--- config.mk ---
export PLATFORM = sky130hd
export DESIGN_NAME = sfc_host
export DESIGN_NICKNAME = d
export VERILOG_FILES = /design/src/shared/sfc_pkg.sv /design/src/rtl/sfc_host.sv /design/src/rtl/sfc_shift.sv
export VERILOG_INCLUDE_DIRS = /design/src /design/src/shared
export SDC_FILE = /design/constraint.sdc
export NUM_CORES = 1
export LEC_CHECK = 0
export BUFFER_PORTS_ARGS = -buffer_cell sky130_fd_sc_hd__buf_2
export CAP_MARGIN = 20
export CORE_AREA = 4 4 122 124
export CTS_CLUSTER_SIZE = 30
export DETAILED_ROUTE_END_ITERATION = 10
export DIE_AREA = 0 0 126 128
export GPL_TIMING_DRIVEN = 0
export PLACE_DENSITY_LB_ADDON = 0.08
export SETUP_SLACK_MARGIN = 0.4
export SYNTH_ARGS = -nofsm -noshare
export SYNTH_HDL_FRONTEND = slang
export SYNTH_HIERARCHICAL = 1
export SYNTH_SLANG_ARGS = --single-unit
--- constraint.sdc ---
create_clock -name CLK -period 5.2 [get_ports CLK]
set_input_delay 1.04 -clock CLK [delete_from_list [all_inputs] [get_ports CLK]]
set_output_delay 1.04 -clock CLK [all_outputs]
set_load 0.05 [all_outputs]
--- src/shared/sfc_cfg.svh ---
// Constants of the serial flash command host: opcodes, field positions and header lengths.
`ifndef SFC_CFG_SVH
`define SFC_CFG_SVH

// ----------------------------------------
// Read opcodes.
// ----------------------------------------
`define SFC_OP_PAGE_RD 8'hD2
`define SFC_OP_CAR_LEG 8'hE8
`define SFC_OP_CAR_LF 8'h03
`define SFC_OP_CAR_HF 8'h0B
`define SFC_OP_BUF1_RD_LF 8'hD1
`define SFC_OP_BUF2_RD_LF 8'hD3
`define SFC_OP_BUF1_RD 8'hD4
`define SFC_OP_BUF2_RD 8'hD6

// ----------------------------------------
// Program, erase and transfer opcodes.
// ----------------------------------------
`define SFC_OP_BUF1_WR 8'h84
`define SFC_OP_BUF2_WR 8'h87
`define SFC_OP_B1_PGM_ER 8'h83
`define SFC_OP_B2_PGM_ER 8'h86
`define SFC_OP_B1_PGM 8'h88
`define SFC_OP_B2_PGM 8'h89
`define SFC_OP_THRU1 8'h82
`define SFC_OP_THRU2 8'h85
`define SFC_OP_PAGE_ER 8'h81
`define SFC_OP_BLOCK_ER 8'h50
`define SFC_OP_SECT_ER 8'h7C
`define SFC_OP_XFER1 8'h53
`define SFC_OP_XFER2 8'h55
`define SFC_OP_CMP1 8'h60
`define SFC_OP_CMP2 8'h61
`define SFC_OP_REWR1 8'h58
`define SFC_OP_REWR2 8'h59

// ----------------------------------------
// Register, status and identification opcodes.
// ----------------------------------------
`define SFC_OP_STATUS 8'hD7
`define SFC_OP_ID 8'h9F
`define SFC_OP_PROT_RD 8'h32
`define SFC_OP_LOCK_RD 8'h35
`define SFC_OP_SEC_RD 8'h77
`define SFC_OP_SEC_PGM 8'h9B
`define SFC_PRE0 8'h3D
`define SFC_PRE1 8'h2A
`define SFC_PRE2 8'h7F
`define SFC_SEL_EN 8'hA9
`define SFC_SEL_DIS 8'h9A
`define SFC_SEL_ERASE 8'hCF
`define SFC_SEL_PGM 8'hFC
`define SFC_SEL_LOCK 8'h30
`define SFC_CONT_CODE 8'h7F
`define SFC_ZERO 8'h00

// ----------------------------------------
// Field positions and counts.
// ----------------------------------------
`define SFC_RDY_BIT 7
`define SFC_HI3_MSB 7
`define SFC_HI3_LSB 5
`define SFC_LO5_MSB 4
`define SFC_HDR_FULL 3'h4
`define SFC_HDR_ONE 3'h1
`define SFC_BUF_NONE 2'h0
`define SFC_BUF_1 2'h1
`define SFC_BUF_2 2'h2

`endif

--- src/shared/sfc_pkg.sv ---
// Types shared by the serial flash command host and its byte shifter.
package sfc_pkg;

  // ----------------------------------------
  // Command groups and controller states.
  // ----------------------------------------
  typedef enum logic [2:0] {GRP_NONE, GRP_A, GRP_B, GRP_C, GRP_D, GRP_P} sfc_grp_t;
  typedef enum logic [2:0] {ST_IDLE, ST_HDR, ST_DATA, ST_ID, ST_END} sfc_st_t;

  typedef struct packed {
    logic ok;
    sfc_grp_t grp;
    logic [2:0] nhdr;
    logic [1:0] bufsel;
  } sfc_dec_t;

  // ----------------------------------------
  // Register images of both modules.
  // ----------------------------------------
  typedef struct packed {
    logic [7:0] tx;
    logic [7:0] rx;
    logic [2:0] bitn;
    logic busy;
    logic sck;
    logic done;
    logic [2:0] sync;
    logic filt;
    logic [7:0] div;
  } sfc_sh_t;

  typedef struct packed {
    sfc_st_t st;
    logic cs_n;
    logic [2:0] idx;
    sfc_dec_t dec;
    logic [7:0] op;
    logic [23:0] addr;
    logic prot;
    sfc_grp_t busy_grp;
    logic [1:0] busy_buf;
    logic [1:0] idph;
    logic [3:0] cont;
    logic [7:0] mfr;
    logic [7:0] dev1;
    logic [7:0] dev2;
    logic [7:0] ext;
    logic id_done;
    logic id_bad;
    logic err;
    logic [7:0] rd_data;
    logic rd_valid;
  } sfc_st_reg_t;

endpackage

--- src/rtl/sfc_host.sv ---
// Host controller that frames, admits and decodes commands for a serial flash.
`timescale 1ns/1ps
`include "sfc_cfg.svh"

// Notes on behaviour
// - Identification read sends its opcode, then reads.
// - Stop drops chip select in the data or identification phase, even mid byte; it is ignored during the header.
// - Continuation codes prefix the manufacturer code.
// - Groups A and C classified by opcode.
// - Groups B and D classified by opcode.
// - No command while group A runs.
// - Only group C during group B busy.
// - Group C uses the other buffer or none.
// - Only status read during group D busy.
// - Array read opcodes recognised.
// - Buffer read opcodes recognised.
// - Buffer write and erase-program opcodes recognised.
// - Program without erase and through-buffer opcodes.
// - Protection commands use a four-byte sequence.
// - Register read opcodes recognised.
// - Security program sends three zero bytes.
module sfc_host #(
  parameter int unsigned SCK_HALF = 4,
  parameter int unsigned MAX_CONT = 8
) (
  input wire logic CLK, // System clock, 10 MHz.
  input wire logic RESETN, // Synchronous reset, active low.
  input wire logic CMD_VALID, // Command request.
  output logic CMD_READY, // Controller can take a command.
  input wire logic [7:0] CMD_OP, // Opcode, or selector when CMD_PROT is set.
  input wire logic CMD_PROT, // Send the protection prefix before CMD_OP.
  input wire logic [23:0] CMD_ADDR, // Address bytes of the header.
  output logic CMD_ERR, // Pulse: command refused.
  input wire logic CMD_STOP, // End the open frame in the data or identification phase.
  input wire logic DATA_VALID, // Data phase byte offered.
  output logic DATA_READY, // Data phase byte taken.
  input wire logic [7:0] DATA_TX, // Data phase byte to send.
  output logic RD_VALID, // Pulse: RD_DATA is new.
  output logic [7:0] RD_DATA, // Byte read in the data phase.
  output logic ID_DONE, // Pulse: identification fields are new.
  output logic ID_BAD, // Identification layout unexpected.
  output logic [7:0] ID_MFR, // Manufacturer code.
  output logic [2:0] ID_FAMILY, // Family code.
  output logic [4:0] ID_DENSITY, // Density code.
  output logic [2:0] ID_CELL_TECH_CODE, // Cell technology code.
  output logic [4:0] ID_VERSION, // Product version code.
  output logic [7:0] ID_EXT_LEN, // Extended information length.
  output logic DEV_BUSY, // Device in a self-timed phase.
  output logic SPI_CS_N, // Chip select, active low.
  output logic SPI_SCK, // Serial clock.
  output logic SPI_MOSI, // Serial data to the device.
  input wire logic SPI_MISO // Serial data from the device.
);

  // ----------------------------------------
  // Opcode classification.
  // ----------------------------------------
  function automatic sfc_pkg::sfc_dec_t decode(input logic [7:0] op, input logic prot);
    sfc_pkg::sfc_dec_t d;
    d = '{ok: 1'b1, grp: sfc_pkg::GRP_A, nhdr: `SFC_HDR_FULL, bufsel: `SFC_BUF_NONE};
    if (prot) begin
      case (op)
        `SFC_SEL_EN, `SFC_SEL_DIS: d.grp = sfc_pkg::GRP_P;
        `SFC_SEL_ERASE, `SFC_SEL_PGM, `SFC_SEL_LOCK: d.grp = sfc_pkg::GRP_D;
        default: d.ok = 1'b0;
      endcase
    end else begin
      case (op)
        `SFC_OP_PAGE_RD, `SFC_OP_CAR_LEG, `SFC_OP_CAR_LF, `SFC_OP_CAR_HF,
        `SFC_OP_PROT_RD, `SFC_OP_LOCK_RD, `SFC_OP_SEC_RD: d.grp = sfc_pkg::GRP_A;
        `SFC_OP_BUF1_RD_LF, `SFC_OP_BUF1_RD, `SFC_OP_BUF1_WR: begin
          d.grp = sfc_pkg::GRP_C;
          d.bufsel = `SFC_BUF_1;
        end
        `SFC_OP_BUF2_RD_LF, `SFC_OP_BUF2_RD, `SFC_OP_BUF2_WR: begin
          d.grp = sfc_pkg::GRP_C;
          d.bufsel = `SFC_BUF_2;
        end
        // status and identification in group C
        `SFC_OP_STATUS, `SFC_OP_ID: begin
          d.grp = sfc_pkg::GRP_C;
          d.nhdr = `SFC_HDR_ONE;
        end
        // buffer programs, through buffer, transfers, compares and rewrites in group B
        `SFC_OP_B1_PGM_ER, `SFC_OP_B1_PGM, `SFC_OP_THRU1, `SFC_OP_XFER1, `SFC_OP_CMP1,
        `SFC_OP_REWR1: begin
          d.grp = sfc_pkg::GRP_B;
          d.bufsel = `SFC_BUF_1;
        end
        `SFC_OP_B2_PGM_ER, `SFC_OP_B2_PGM, `SFC_OP_THRU2, `SFC_OP_XFER2, `SFC_OP_CMP2,
        `SFC_OP_REWR2: begin
          d.grp = sfc_pkg::GRP_B;
          d.bufsel = `SFC_BUF_2;
        end
        // erases in group B, security program in D
        `SFC_OP_PAGE_ER, `SFC_OP_BLOCK_ER, `SFC_OP_SECT_ER: d.grp = sfc_pkg::GRP_B;
        `SFC_OP_SEC_PGM: d.grp = sfc_pkg::GRP_D;
        default: d.ok = 1'b0;
      endcase
    end
    return d;
  endfunction

  // Header byte at a given position of the frame.
  function automatic logic [7:0] hdr_byte(input logic [2:0] i, input logic [7:0] op,
                                          input logic [23:0] addr, input logic prot);
    logic [7:0] b;
    b = op;
    if (prot) begin
      case (i)
        3'h0: b = `SFC_PRE0;
        3'h1: b = `SFC_PRE1;
        3'h2: b = `SFC_PRE2;
        default: b = op;
      endcase
    end else if (i != 3'h0) begin
      if (op == `SFC_OP_SEC_PGM) begin
        b = `SFC_ZERO;
      end else begin
        case (i)
          3'h1: b = addr[23:16];
          3'h2: b = addr[15:8];
          default: b = addr[7:0];
        endcase
      end
    end
    return b;
  endfunction

  sfc_pkg::sfc_st_reg_t q, n;
  sfc_pkg::sfc_dec_t dec_in;
  logic allow, accept, sh_start, sh_abort, sh_busy, sh_done;
  logic [7:0] sh_tx, sh_rx;

  // ----------------------------------------
  // Admission of a new command.
  // ----------------------------------------
  // A self-timed group B phase admits only group C on the other buffer or on none; group D admits
  // only the status read. The frame of a group A command is closed before any other.
  always_comb begin
    dec_in = decode(CMD_OP, CMD_PROT);
    // group C during group B busy
    // status read during group D busy
    case (q.busy_grp)
      sfc_pkg::GRP_NONE: allow = dec_in.ok;
      sfc_pkg::GRP_B: allow = dec_in.ok && dec_in.grp == sfc_pkg::GRP_C &&
                              (dec_in.bufsel == `SFC_BUF_NONE || dec_in.bufsel != q.busy_buf);
      sfc_pkg::GRP_D: allow = !CMD_PROT && CMD_OP == `SFC_OP_STATUS;
      default: allow = 1'b0;
    endcase
  end

  assign CMD_READY = (q.st == sfc_pkg::ST_IDLE);
  assign accept = CMD_VALID && CMD_READY && allow;
  assign DATA_READY = (q.st == sfc_pkg::ST_DATA) && !sh_busy && !sh_done && !CMD_STOP;

  // ----------------------------------------
  // Frame sequencer.
  // ----------------------------------------
  always_comb begin
    n = q;
    n.id_done = 1'b0;
    n.err = 1'b0;
    n.rd_valid = 1'b0;
    sh_start = 1'b0;
    sh_abort = 1'b0;
    sh_tx = hdr_byte(q.idx + 3'h1, q.op, q.addr, q.prot);
    case (q.st)
      sfc_pkg::ST_IDLE: begin
        sh_tx = hdr_byte(3'h0, CMD_OP, CMD_ADDR, CMD_PROT);
        if (accept) begin
          n.cs_n = 1'b0;
          n.st = sfc_pkg::ST_HDR;
          n.idx = 3'h0;
          n.dec = dec_in;
          n.op = CMD_OP;
          n.addr = CMD_ADDR;
          n.prot = CMD_PROT;
          sh_start = 1'b1;
        end else if (CMD_VALID) begin
          n.err = 1'b1;
        end
      end
      sfc_pkg::ST_HDR: begin
        if (sh_done) begin
          if (q.idx + 3'h1 < q.dec.nhdr) begin
            n.idx = q.idx + 3'h1;
            sh_start = 1'b1;
          end else if (!q.prot && q.op == `SFC_OP_ID) begin
            n.st = sfc_pkg::ST_ID;
            n.idph = 2'h0;
            n.cont = 4'h0;
            sh_tx = `SFC_ZERO;
            sh_start = 1'b1;
          end else begin
            n.st = sfc_pkg::ST_DATA;
          end
        end
      end
      sfc_pkg::ST_DATA: begin
        sh_tx = DATA_TX;
        if (CMD_STOP) begin
          sh_abort = 1'b1;
          n.cs_n = 1'b1;
          n.st = sfc_pkg::ST_END;
        end else if (sh_done) begin
          n.rd_data = sh_rx;
          n.rd_valid = 1'b1;
          if (!q.prot && q.op == `SFC_OP_STATUS && sh_rx[`SFC_RDY_BIT]) begin
            n.busy_grp = sfc_pkg::GRP_NONE;
          end
        end else if (DATA_READY && DATA_VALID) begin
          sh_start = 1'b1;
        end
      end
      sfc_pkg::ST_ID: begin
        sh_tx = `SFC_ZERO;
        if (CMD_STOP) begin
          sh_abort = 1'b1;
          n.cs_n = 1'b1;
          n.st = sfc_pkg::ST_END;
        end else if (sh_done) begin
          sh_start = 1'b1;
          case (q.idph)
            2'h0: begin
              if (sh_rx == `SFC_CONT_CODE) begin
                n.cont = q.cont + 4'h1;
                // A device that never stops prefixing is given up on after MAX_CONT bytes.
                if (q.cont == 4'(MAX_CONT - 1)) begin
                  sh_start = 1'b0;
                  n.id_done = 1'b1;
                  n.id_bad = 1'b1;
                  n.cs_n = 1'b1;
                  n.st = sfc_pkg::ST_END;
                end
              end else begin
                n.mfr = sh_rx;
                n.idph = 2'h1;
              end
            end
            2'h1: begin
              n.dev1 = sh_rx;
              n.idph = 2'h2;
            end
            2'h2: begin
              n.dev2 = sh_rx;
              n.idph = 2'h3;
            end
            default: begin
              sh_start = 1'b0;
              n.ext = sh_rx;
              n.id_done = 1'b1;
              n.id_bad = (q.cont != 4'h0) || (sh_rx != `SFC_ZERO);
              n.cs_n = 1'b1;
              n.st = sfc_pkg::ST_END;
            end
          endcase
        end
      end
      sfc_pkg::ST_END: begin
        // Busy is set only after the frame closes, since the timed phase starts there.
        n.cs_n = 1'b1;
        if (q.dec.grp == sfc_pkg::GRP_B || q.dec.grp == sfc_pkg::GRP_D) begin
          n.busy_grp = q.dec.grp;
          n.busy_buf = q.dec.bufsel;
        end
        n.st = sfc_pkg::ST_IDLE;
      end
      default: n.st = sfc_pkg::ST_IDLE;
    endcase
  end

  // ----------------------------------------
  // State register.
  // ----------------------------------------
  always_ff @(posedge CLK) begin
    if (!RESETN) begin
      q <= '0;
      q.cs_n <= 1'b1;
    end else begin
      q <= n;
    end
  end

  sfc_shift #(.SCK_HALF(SCK_HALF)) u_shift (
    .clk(CLK),
    .resetn(RESETN),
    .start(sh_start),
    .abort(sh_abort),
    .tx_in(sh_tx),
    .miso(SPI_MISO),
    .sck(SPI_SCK),
    .mosi(SPI_MOSI),
    .busy(sh_busy),
    .done(sh_done),
    .rx(sh_rx)
  );

  assign ID_FAMILY = q.dev1[`SFC_HI3_MSB:`SFC_HI3_LSB];
  assign ID_DENSITY = q.dev1[`SFC_LO5_MSB:0];
  assign ID_CELL_TECH_CODE = q.dev2[`SFC_HI3_MSB:`SFC_HI3_LSB];
  assign ID_VERSION = q.dev2[`SFC_LO5_MSB:0];
  assign ID_MFR = q.mfr;
  assign ID_EXT_LEN = q.ext;
  assign ID_DONE = q.id_done;
  assign ID_BAD = q.id_bad;
  assign CMD_ERR = q.err;
  assign RD_DATA = q.rd_data;
  assign RD_VALID = q.rd_valid;
  assign DEV_BUSY = (q.busy_grp != sfc_pkg::GRP_NONE);
  assign SPI_CS_N = q.cs_n;
endmodule

--- src/rtl/sfc_shift.sv ---
// Mode 0 byte shifter with serial clock divider and filtered data input.
`timescale 1ns/1ps
`include "sfc_cfg.svh"

module sfc_shift #(
  parameter int unsigned SCK_HALF = 4
) (
  input wire logic clk, // System clock.
  input wire logic resetn, // Synchronous reset, active low.
  input wire logic start, // Load a byte and shift it.
  input wire logic abort, // Drop the byte in flight.
  input wire logic [7:0] tx_in, // Byte to send.
  input wire logic miso, // Serial data from the device.
  output logic sck, // Serial clock.
  output logic mosi, // Serial data to the device.
  output logic busy, // Byte in flight.
  output logic done, // One-cycle pulse at byte end.
  output logic [7:0] rx // Byte received.
);

  sfc_pkg::sfc_sh_t q, n;
  logic tick;

  // ----------------------------------------
  // Next state.
  // ----------------------------------------
  // The input crosses from the pin through three flops; a new level is taken only
  // once the last two agree, so a glitch shorter than a cycle never reaches rx.
  always_comb begin
    n = q;
    n.done = 1'b0;
    n.sync = {q.sync[1:0], miso};
    if (q.sync[1] == q.sync[2]) begin
      n.filt = q.sync[2];
    end
    tick = (q.div == 8'(SCK_HALF - 1));
    if (abort) begin
      n.busy = 1'b0;
      n.sck = 1'b0;
    end else if (start) begin
      n.tx = tx_in;
      n.busy = 1'b1;
      n.sck = 1'b0;
      n.bitn = 3'h0;
      n.div = 8'h00;
    end else if (q.busy) begin
      if (tick) begin
        n.div = 8'h00;
        if (!q.sck) begin
          n.sck = 1'b1;
        end else begin
          // Sampling at the end of the high phase leaves a full period for the sync delay.
          n.sck = 1'b0;
          n.rx = {q.rx[6:0], q.filt};
          if (q.bitn == 3'h7) begin
            n.busy = 1'b0;
            n.done = 1'b1;
          end else begin
            n.bitn = q.bitn + 3'h1;
            n.tx = {q.tx[6:0], 1'b0};
          end
        end
      end else begin
        n.div = q.div + 8'h01;
      end
    end
  end

  // ----------------------------------------
  // State register.
  // ----------------------------------------
  always_ff @(posedge clk) begin
    if (!resetn) begin
      q <= '0;
    end else begin
      q <= n;
    end
  end

  assign sck = q.sck;
  assign mosi = q.tx[7];
  assign busy = q.busy;
  assign done = q.done;
  assign rx = q.rx;

endmodule

==> reports/qor.csv, run 1 <==
metric,value,unit
routed wire length,19.41,mm
worst hold-check path type,reg2reg,
transition at the pin with the smallest max-transition slack,0.7573,ns
fraction of final layout cells sized beyond drive strength 1,21.44,%
setup_tns,0,ns
maximum level of the CTS H-tree,4,
fraction of power spent switching nets,23.62,%
initial core utilization,54.65,%
Mapped Area,0.007527,sq mm
Synth Net Count,981,
setup slack on the worst flop-to-flop path,1.96,ns
placed wire-length estimate,13.83,mm
first-pass GRT wire length,31.80,mm
count of distinct cell types in the synthesized netlist,83,
Int Pwr,1934,uW
Static Leakage,0.003567,uW
mean number of vias per cell,5.577,
total vias in the final route,6838,
Reg-to-Reg Start,q[97]$_SDFFE_PN0P_,
routability congestion estimate,0.9251,
most used cells in the layout excluding fill and tap cells,"177 x sky130_fd_sc_hd__nand2_1, 136 x sky130_fd_sc_hd__dfxtp_1, 103 x sky130_fd_sc_hd__buf_2",
count of endpoints failing setup in the final report,0,
die extent in x,126,um
area enclosed by the die boundary,0.01613,sq mm
Layout area overhead,17.39,%
maximum resistive drop on vdd,0.3169,mV
CTS root buffer,sky130_fd_sc_hd__clkbuf_16,
gr usage total,23.98,%
Max Clock Skew,0.01424,ns
critical path arrival,4.18,ns
Main synth FF type,sky130_fd_sc_hd__dfxtp_1,
Reg area,0.002723,sq mm
number of warnings issued by yosys,6,
PD cells,286.6,mW/mm^2
DRC violation count after routing,0,
cts hold-fix bufs,0,
Critical Path Sink Type,flop,
register area share after synthesis,36.17,%
max-cap check violation count,0,
antenna-violating nets left,0,
cell depth of the worst hold path,1,
sequential share of power,42.4,%
count of buffers from port buffering,93,
multi-input combinational cell area,0.003986,sq mm
total clock buffers created by CTS,17,
post-CTS setup-driven buffer insertion count,0,
post-synthesis cell count,920,
capture instance of the worst register-to-register path,u_shift/q[17]$_SDFFE_PN0P_,
outcome,"complete, no violations",
fill cell total of the finished layout,1262,
depth of the most critical reg-to-reg path,12,
Pins Over Slew Limit,0,
first-iteration detailed-routing DRC count,585,
min cycle time layout,3.843,ns
Vert. Die Dim,128,um
setup slack of the critical path after layout,1.357,ns
worst-case hold path end point,u_shift/n[11]$_SDFF_PN0_,
critical path class,in2reg,
total of cells resized after clock tree synthesis,0,
RSZ-0062 raised after global routing,no,
WL/cell,15.83,um
number of antenna violations at the first check in global routing,1,
maximum number of buffers from clock root to sink,2,
final design utilization,64.15,%
TritonCTS clock tree,done,
row count,43,
final critical-path share of the clock period,73.90,%
part of the power in the clock network,49.4,%
"Avg Cell Area, Syn",8.182,sq um
IO Count,97,
post-synthesis sequential element count,136,
origin of the worst min-delay path,u_shift/n[10]$_SDFF_PN0_,
relative max-transition margin,49.40,%
area fraction of the dominant cell type after synthesis,36.17,%
share of power burned in combinational logic,8.2,%
leading post-synthesis cells by cell area,"sky130_fd_sc_hd__dfxtp_1 36%, sky130_fd_sc_hd__nand2_1 8.8%, sky130_fd_sc_hd__mux2i_1 7.0%, sky130_fd_sc_hd__buf_4 5.0%, sky130_fd_sc_hd__a21oi_1 4.7%",
"most common cell after layout, fill and taps aside",sky130_fd_sc_hd__nand2_1,
nature of the critical path startpoint,input port,
largest area contributor in the synthesized netlist,sky130_fd_sc_hd__dfxtp_1,
latest clock arrival within the worst-skew pair,0.42,ns
pre-CTS setup slack,1.006,ns
number of search-and-repair iterations in the first detailed-routing pass,5,
number of global-route vias before repair,6342,
"critical path fanouts, max",10,
Fmax achieved,0.2602,GHz
count of endpoints failing hold in the final timing report,0,
standard cell core area,0.01377,sq mm
"Async S/R FF share, synth",0,%
Overflow after GRT,0,
number of nets at the end of the flow,1093,
largest net degree at the start of global routing,17,
WP data required,5.54,ns
number of synthesized flops with an enable pin,0,
Clock Sinks,136,
P_sw,598.2,uW
clock-pin transition on the worst setup and hold timing paths,0.06,ns
per-layer routing:
layer / wire length (um) / track usage, %
met1: 9174 / 33.80
met2: 8905 / 37.78
met3: 1028 / 4.417
met4: 304 / 6.877
met5: 0 / 0
worst max-delay path, cell delays in order:
cell and delay [ns]:
sky130_fd_sc_hd__buf_2 0.11, sky130_fd_sc_hd__buf_4 0.17, sky130_fd_sc_hd__clkbuf_1 0.35, sky130_fd_sc_hd__and3_1 0.23, sky130_fd_sc_hd__o2111ai_1 0.15, sky130_fd_sc_hd__a41oi_1 0.29, sky130_fd_sc_hd__o32ai_2 0.16, sky130_fd_sc_hd__a21oi_2 0.18
sky130_fd_sc_hd__buf_6 0.21, sky130_fd_sc_hd__a211o_1 0.22, sky130_fd_sc_hd__inv_1 0.08, sky130_fd_sc_hd__a21oi_2 0.41, sky130_fd_sc_hd__and2_4 0.23, sky130_fd_sc_hd__buf_8 0.13, sky130_fd_sc_hd__mux2i_1 0.20
state kept, by name, indices dropped and copies added, names as in the netlist:
name	count
SPI_CS_N	1
u_shift/rx	8
ID_EXT_LEN	8
ID_VERSION	5
ID_FAMILY	3
ID_MFR	8
u_shift/n	2
ID_BAD	1
ID_DENSITY	5
u_shift/sck	1
ID_CELL_TECH_CODE	3
CMD_ERR	1
q	57
ID_DONE	1
u_shift/q	20
u_shift/busy	1
u_shift/mosi	1
u_shift/done	1
RD_DATA	8
RD_VALID	1
per-stage QoR:
step	hold slack, ns	cells	total power (uW)	area [sq um]
detailed placement	0.4230	1193	1300	8218
global placement	0.4135	1193	1299	8218
global route	0.4612	1226	2615	8836
CTS	0.4367	1225	2539	8833
finish	0.4345	1226	2532	8836
floorplan	0.4119	920	1236	7527
cells in the mapped netlist, drive strengths merged (5+ instances only):
cell type,count
nor4,7
or3,9
a211oi,9
nand2b,11
xor2,7
o21ai,26
nand3,47
xnor2,5
buf,73
nand2,177
a31oi,6
or2,5
nor2b,8
nor2,50
ha,14
mux2i,53
nand4b,5
dfxtp,136
a22oi,19
nor4b,5
nor3b,6
clkbuf,40
and3,8
nand4,9
o22ai,9
nor3,15
a21oi,72
and2,9
inv,13
cell type report:
class / instances / area share (%)
diodes: 1 / 0.02832
well taps: 180 / 2.549
clock inverters: 11 / 1.643
inverters: 14 / 0.5947
multi-input cells: 657 / 45.11
plain buffers: 113 / 8.666
clock buffers: 21 / 5.324
flip-flops and latches: 136 / 30.81
repair buffers: 93 / 5.268
cells by family (layout without fill, tap and decap cells):
family / Yosys count / count (layout) / share of synthesized area, %
muxes: 53 / 53 / 7.048
other: 0 / 1 / 0
xor gates and xnor gates: 12 / 12 / 1.396
buffers and inverters: 127 / 252 / 10.87
DFF: 136 / 136 / 36.17
AOI/OAI and AO/OA: 182 / 182 / 15.99
and+or+nand+nor: 396 / 396 / 26.20
adders and majority gates: 14 / 14 / 2.327
power by group through the flow:
stage	Sequential, uW	Clock, uW	Combinational (uW)
3_3_place_gp	1100	0	203
4_1_cts	1070	1260	205
6_report	1070	1250	207
2_1_floorplan	1100	0	139
3_5_place_dp	1100	0	204
5_1_grt	1080	1310	227
worst max path at each step:
stage | startpoint | end | slack, ns | depth (start not counted)
floorplan | CMD_STOP | u_shift/q[16]$_SDFFE_PN0P_ | 0.84 | 9
global placement | CMD_OP[6] | u_shift/q[32]$_SDFFE_PN0P_ | 1.01 | 15
detailed placement | CMD_OP[5] | u_shift/q[32]$_SDFFE_PN0P_ | 1.01 | 16
CTS | CMD_OP[4] | u_shift/q[17]$_SDFFE_PN0P_ | 1.43 | 14
global route | CMD_OP[4] | u_shift/q[17]$_SDFFE_PN0P_ | 1.13 | 15
finish | CMD_OP[4] | u_shift/q[17]$_SDFFE_PN0P_ | 1.36 | 15
Power figures use the tool's default switching activity.
==> run 2, diff against run 1 <==
- ABC_AREA: not set -> 1
- CORE_AREA: 4 4 122 124 -> 4 4 120 122
- DIE_AREA: 0 0 126 128 -> 0 0 124 126
- clock period: 5.2 -> 3.6 ns (I/O delays scaled with it)
==> reports/qor.csv, run 2 <==
metric,value,unit,change
relative max-transition margin,37.62,%,-12 points
setup slack on the worst flop-to-flop path,0.57,ns,-1.39 ns
"most common cell after layout, fill and taps aside",sky130_fd_sc_hd__nand2_1,,
Fmax achieved,0.3298,GHz,
final critical-path share of the clock period,84.23,%,
mean number of vias per cell,5.297,,-5.0%
Vert. Die Dim,126,um,-1.6%
capture instance of the worst register-to-register path,u_shift/q[28]$_SDFFE_PN0P_,,
outcome,"complete, no violations",,
maximum resistive drop on vdd,0.4347,mV,+37%
total vias in the final route,7337,,+7.3%
count of distinct cell types in the synthesized netlist,45,,-46%
leading post-synthesis cells by cell area,"sky130_fd_sc_hd__dfxtp_1 38%, sky130_fd_sc_hd__nand2_1 11%, sky130_fd_sc_hd__nor2_1 11%, sky130_fd_sc_hd__o21ai_0 7.0%, sky130_fd_sc_hd__buf_4 5.5%",,
number of nets at the end of the flow,1258,,+15%
Critical Path Sink Type,flop,,
"Avg Cell Area, Syn",6.713,sq um,-18%
die extent in x,124,um,-1.6%
cts hold-fix bufs,0,,unchanged
overall power consumption,4420,uW,+75%
gr usage total,25.85,%,+1.9 points
"critical path fanouts, max",8,,-2
number of search-and-repair iterations in the first detailed-routing pass,7,,+2
routability congestion estimate,0.9777,,+5.7%
area fraction of the dominant cell type after synthesis,37.59,%,+1.4 points
CTS root buffer,sky130_fd_sc_hd__clkbuf_16,,
registers with the most flip-flops,"q (57), u_shift/q (20)",,
number of warnings issued by yosys,6,,unchanged
largest net degree at the start of global routing,17,,unchanged
Pins Over Slew Limit,0,,unchanged
count of buffers from port buffering,93,,unchanged
worst-case hold path end point,u_shift/n[11]$_SDFF_PN0_,,
Layout area overhead,19.59,%,
maximum number of buffers from clock root to sink,2,,unchanged
total clock buffers created by CTS,17,,unchanged
post-synthesis cell count,1079,,+17%
largest area contributor in the synthesized netlist,sky130_fd_sc_hd__dfxtp_1,,
number of placed cells counting well taps,1348,,+13%
Mapped Area,0.007243,sq mm,-3.8%
WL/cell,14.67,um,-7.4%
setup_tns,0,ns,unchanged
max-cap check violation count,0,,unchanged
cell depth of the worst hold path,2,,+1
Max Clock Skew,0.005859,ns,-0.008382 ns
placed wire-length estimate,14.89,mm,+7.6%
most used cells in the layout excluding fill and tap cells,"216 x sky130_fd_sc_hd__nand2_1, 201 x sky130_fd_sc_hd__nor2_1, 136 x sky130_fd_sc_hd__dfxtp_1",,
worst hold-check path type,reg2reg,,
"Async S/R FF share, synth",0,%,unchanged
nature of the critical path startpoint,flop,,
WP data required,3.91,ns,-1.63 ns
met3 usage,5.605,%,+1.2 points
number of flip-flops under the largest register name,57,,unchanged
min cycle time layout,3.032,ns,
biggest cell delay along the critical path,0.76,ns,+0.35 ns
final instance count without filler cells,1385,,+13%
count of endpoints failing setup in the final report,0,,unchanged
fraction of final layout cells sized beyond drive strength 1,20.02,%,-1.4 points
Static Leakage,0.003990,uW,+12%
origin of the worst min-delay path,u_shift/n[10]$_SDFF_PN0_,,
post-synthesis sequential element count,136,,unchanged
DRC violation count after routing,0,,unchanged
register area share after synthesis,37.59,%,+1.4 points
initial core utilization,54.91,%,+0.26 points
CP Cell Sequence,"ha_1, ha_1, ha_1, a21oi_1, nand2_1, o21ai_0, nor3_1, o211ai_1, nand2_1, o21ai_0, nor2_1, nor2_1",,
area enclosed by the die boundary,0.01562,sq mm,-3.1%
clock-pin transition on the worst setup and hold timing paths,0.06,ns,about the same
cell with the most instances on the worst path,sky130_fd_sc_hd__ha_1,,
met2 track demand over resource in global routing,40.34,%,+2.6 points
number of global-route vias before repair,6664,,+5.1%
most used routing layer in global routing,met2,,
number of synthesized flops with an enable pin,0,,unchanged
register with the most flip-flops,q,,
IO Count,97,,unchanged
TritonCTS clock tree,done,,
cell area after placement,0.007938,sq mm,-3.4%
Main synth FF type,sky130_fd_sc_hd__dfxtp_1,,
Overflow after GRT,0,,unchanged
critical path's slowest cell,sky130_fd_sc_hd__nor3_1,,
Fin Hold WS,0.4329,ns,-0.001624 ns
most numerous cell in the Yosys netlist,sky130_fd_sc_hd__nand2_1,,
latest clock arrival within the worst-skew pair,0.42,ns,about the same
number of antenna violations at the first check in global routing,0,,-1
Clock Sinks,136,,unchanged
standard cell core area,0.01319,sq mm,-4.2%
Reg-to-Reg Start,q[97]$_SDFFE_PN0P_,,
maximum level of the CTS H-tree,4,,unchanged
top cell types by occurrence after synthesis,"217 x sky130_fd_sc_hd__nand2_1, 207 x sky130_fd_sc_hd__nor2_1, 136 x sky130_fd_sc_hd__dfxtp_1",,
RSZ-0062 raised after global routing,no,,
depth of the most critical reg-to-reg path,12,,unchanged
Synth Net Count,1140,,+16%
critical path arrival,3.34,ns,-0.84 ns
row count,42,,-2.3%
final standard cell area without fillers,0.008662,sq mm,-2.0%
first-iteration detailed-routing DRC count,621,,+6.2%
global-route met1 utilization,34.73,%,+0.93 points
antenna fix cells,0,,-1
count of endpoints failing hold in the final timing report,0,,unchanged
PD cells,510.2,mW/mm^2,+78%
antenna-violating nets left,0,,unchanged
critical path class,reg2reg,,
first-pass GRT wire length,32.15,mm,+1.1%
routed wire length,20.31,mm,+4.6%
transition at the pin with the smallest max-transition slack,0.9286,ns,+0.1713 ns
run 2: changes by cell type after synthesis, sizes merged, moves of 8 or more:
cell    change
a22oi      -18
and3        -8
buf        -10
clkbuf     -20
inv        +86
mux2i      -53
nand2      +52
nand2b     -11
nor2      +167
nor2b       -8
o21ai      +82
or3         -9
run 2: timing repair:
| action | 4_1_cts | 5_1_grt |
|---|---|---|
| setup buffers | 3 | 3 |
| pin swaps | 1 | 4 |
| endpoints found under the setup margin | 25 | 29 |
| resized for setup | 1 | 15 |
run 2: how the worst max path moves through the flow:
stage	startpoint	endpoint	slack (ns)	depth (start not counted)
after floorplan	CMD_OP[2]	u_shift/q[30]$_SDFFE_PN0P_	0.45	24
final	q[97]$_SDFFE_PN0P_	u_shift/q[28]$_SDFFE_PN0P_	0.57	12
after global routing	CMD_OP[6]	u_shift/q[16]$_SDFFE_PN0P_	0.39	23
after CTS	CMD_OP[0]	u_shift/q[5]$_SDFFE_PN0P_	0.39	22
after detailed placement	CMD_OP[0]	u_shift/rx[3]$_SDFFE_PN0P_	-0.21	20
after global placement	CMD_OP[6]	u_shift/rx[5]$_SDFFE_PN0P_	-0.21	19
run 2: area by class of cell:
type | count | area (sq um)
tap | 176 | 220.2
sequential | 136 | 2723
fill | 1267 | 4528
clock inverter | 13 | 193.9
timing repair buffer | 99 | 510.5
clock buffer | 18 | 429.2
multi-input combinational | 758 | 3650
buffer | 83 | 551.8
inverter | 102 | 384.1
run 2: per-layer routing:
metal	part of all wire [%]	wire, um
met3	7.0	1428
met4	2.8	561
met1	45	9066
met2	46	9257
met5	0	0
run 2: worst max-delay path: cells and delay by family, from the launching register on:
family                   cells  cell delay, ns
AO/OA/AOI/OAI                4            0.62
adder cells (fa/ha/maj)      3            0.82
flip-flops                   1            0.36
AND/OR/NAND/NOR              5            1.13
run 2: power by group:
| part | leakage, uW | switching (uW) | internal [uW] |
|---|---|---|---|
| registers | 0.00110 | 44.3 | 1560 |
| clock network | 0.000295 | 683 | 1170 |
| logic | 0.00260 | 688 | 276 |
| total | 0.00399 | 1420 | 3000 |
run 2: through the flow:
| stage | setup slack [ns] | utilization [%] |
|---|---|---|
| finish | 0.5678 | 65.67 |
| global placement | -0.2101 | 60.18 |
| detailed placement | -0.2071 | 60.18 |
| floorplan | 0.4489 | - |
| CTS | 0.3949 | 65.12 |
| global route | 0.3944 | 65.67 |
run 2: cells by family after synthesis:
group | count (synthesis) | synth area share, %
compound gates | 210 | 16.01
fa+ha+maj | 14 | 2.418
buf+inv | 185 | 12.78
simple gates | 531 | 30.83
flops | 136 | 37.59
xor+xnor | 3 | 0.3628
==> run 3, diff against run 2 <==
- clock period: 3.6 -> 3 ns (I/O delays scaled with it)
==> reports/qor.csv, run 3 (synthesized netlist as in run 2, its figures left out) <==
metric,value,unit,change
maximum resistive drop on vdd,0.4115,mV,-5.3%
transition at the pin with the smallest max-transition slack,0.5429,ns,-0.3857 ns
Static Leakage,0.004258,uW,+6.7%
multi-input combinational cell area,0.004048,sq mm,+11%
Max Clock Skew,0.007935,ns,+0.002076 ns
Overflow after GRT,0,,unchanged
Vert. Die Dim,126,um,unchanged
first-iteration detailed-routing DRC count,609,,-1.9%
Pins Over Slew Limit,0,,unchanged
number of antenna violations at the first check in global routing,0,,unchanged
most used cells in the layout excluding fill and tap cells,"191 x sky130_fd_sc_hd__nand2_1, 187 x sky130_fd_sc_hd__nor2_1, 134 x sky130_fd_sc_hd__dfxtp_1",,
number of search-and-repair iterations in the first detailed-routing pass,5,,-2
critical path's slowest cell,sky130_fd_sc_hd__o2111ai_4,,
clock-pin transition on the worst setup and hold timing paths,0.06,ns,about the same
"most common cell after layout, fill and taps aside",sky130_fd_sc_hd__nand2_1,,
count of endpoints failing hold in the final timing report,0,,unchanged
count of endpoints failing setup in the final report,0,,unchanged
outcome,"complete, no violations",,
latest clock arrival within the worst-skew pair,0.43,ns,about the same
area enclosed by the die boundary,0.01562,sq mm,unchanged
DRC violation count after routing,0,,unchanged
final standard cell area without fillers,0.009443,sq mm,+9.0%
TritonCTS clock tree,done,,
min cycle time layout,2.666,ns,
first-pass GRT wire length,33.71,mm,+4.8%
Fmax achieved,0.3751,GHz,
number of nets at the end of the flow,1281,,+1.8%
Layout area overhead,30.37,%,
mean number of vias per cell,5.373,,+1.4%
placed wire-length estimate,15.02,mm,+0.85%
"critical path fanouts, max",6,,-2
Critical Path Sink Type,flop,,
antenna fix cells,0,,unchanged
relative max-transition margin,63.67,%,+26 points
CP Cell Sequence,"buf_12, clkinv_8, nor2_1, nand2_1, nand2_1, nand2_1, inv_2, nor2_4, nand2_4, nand2_4, nand2_1, nand2_2, nand3_2, nand2_2, nand3_4, nand2_4, buf_8, o2111ai_4, buf_6, nor2_4, nand2_1, nor2_1, nand2_1, a21oi_1",,
fraction of final layout cells sized beyond drive strength 1,26.93,%,+6.9 points
IO Count,97,,unchanged
maximum level of the CTS H-tree,4,,unchanged
register with the most flip-flops,q,,
initial core utilization,54.91,%,unchanged
cell with the most instances on the worst path,sky130_fd_sc_hd__nand2_1,,
max-cap check violation count,0,,unchanged
WL/cell,15.32,um,+4.5%
fill cell total of the finished layout,1127,,-11%
registers with the most flip-flops,"q (57), u_shift/q (20)",,
RSZ-0062 raised after global routing,yes,,
number of flip-flops under the largest register name,57,,unchanged
gr usage total,26.87,%,+1.0 points
PD cells,577.6,mW/mm^2,+13%
total clock buffers created by CTS,17,,unchanged
die extent in x,124,um,unchanged
critical path arrival,3.02,ns,-0.32 ns
number of global-route vias before repair,7089,,+6.4%
antenna-violating nets left,0,,unchanged
WP data required,3.35,ns,-0.56 ns
Clock Sinks,136,,unchanged
overall power consumption,5455,uW,+23%
Reg area,0.002725,sq mm,about the same
row count,42,,unchanged
largest net degree at the start of global routing,17,,unchanged
nature of the critical path startpoint,input port,,
final critical-path share of the clock period,88.86,%,
CTS root buffer,sky130_fd_sc_hd__clkbuf_16,,
cell area after placement,0.008001,sq mm,+0.80%
standard cell core area,0.01319,sq mm,unchanged
routed wire length,21.59,mm,+6.3%
biggest cell delay along the critical path,0.22,ns,-0.54 ns
total vias in the final route,7571,,+3.2%
worst hold-check path type,in2reg,,
critical path class,in2reg,,
routability congestion estimate,0.9599,,-1.8%
count of buffers from port buffering,93,,unchanged
maximum number of buffers from clock root to sink,2,,unchanged
-- run 3: cell count changes in the layout (fill, tap and decap cells not counted), sizes merged --
cell      change
buf          +23
inv           -5
clkinv        +4
clkinvlp      +2
bufinv        -1
nand2         +1
-- run 3: path summary, 6_finish.rpt --
kind                                               start                          to  slack (ns)  cells past startpoint
worst min register to register  u_shift/n[10]$_SDFF_PN0_    u_shift/n[11]$_SDFF_PN0_        0.41                      2
worst max register to register        q[97]$_SDFFE_PN0P_  u_shift/q[16]$_SDFFE_PN0P_        0.40                     12
worst min-delay path                            SPI_MISO    u_shift/n[10]$_SDFF_PN0_        0.36                      3
worst max-delay path                           CMD_OP[4]  u_shift/q[16]$_SDFFE_PN0P_        0.33                     24
-- run 3: layout make-up --
cell class                 count  share of cell area (%)
clock inverter                13                   1.776
sequential                   136                   28.86
multi-input combinational    759                   42.86
clock buffer                  19                   4.797
inverter                     102                   4.916
buffer                        83                   6.095
tap                          176                   2.332
timing repair buffer         121                   8.361
-- run 3: per-layer routing --
metal	GRT usage, %	part of all wire, %	vias up	wire [um]
met1	35.70	43	3538	9383
met2	42.41	47	232	10230
li1	-	-	3750	-
met3	5.381	6.1	51	1316
met5	0	0	-	0
met4	11.34	3.0	0	657
-- run 3: per-stage QoR --
step | TNS, ns | hold WS (ns) | util, % | std cells | setup slack [ns]
CTS | 0 | 0.3534 | 68.07 | 1399 | 0.4023
detailed placement | -11.47 | 0.4002 | 60.66 | 1348 | -0.5389
global route | 0 | 0.3733 | 71.59 | 1409 | 0.2087
floorplan | 0 | 0.3905 | - | 1079 | 0.2109
global placement | -10.94 | 0.3928 | 60.66 | 1348 | -0.5121
finish | 0 | 0.3573 | 71.59 | 1409 | 0.3341
-- run 3: repair_timing --
item / in CTS / in global routing
resized for setup: 65 / 105
hold buffers: 0 / 0
setup endpoints to repair: 31 / 36
buffers inserted: 17 / 10
pin swaps: 22 / 51
cloned: 2 / 0
hold endpoints to repair: 0 / 0
-- run 3: worst max-delay path: cells and delay by family --
family          cells  cell delay [ns]
simple gates       17             1.52
compound gates      2             0.35
buf+inv             5             0.54
-- run 3: power by group --
group / internal [uW] / switching (uW) / leakage (uW)
Combinational: 419 / 899 / 0.00286
Clock: 1360 / 835 / 0.000294
Sequential: 1880 / 63.7 / 0.00110
Total: 3660 / 1800 / 0.00426
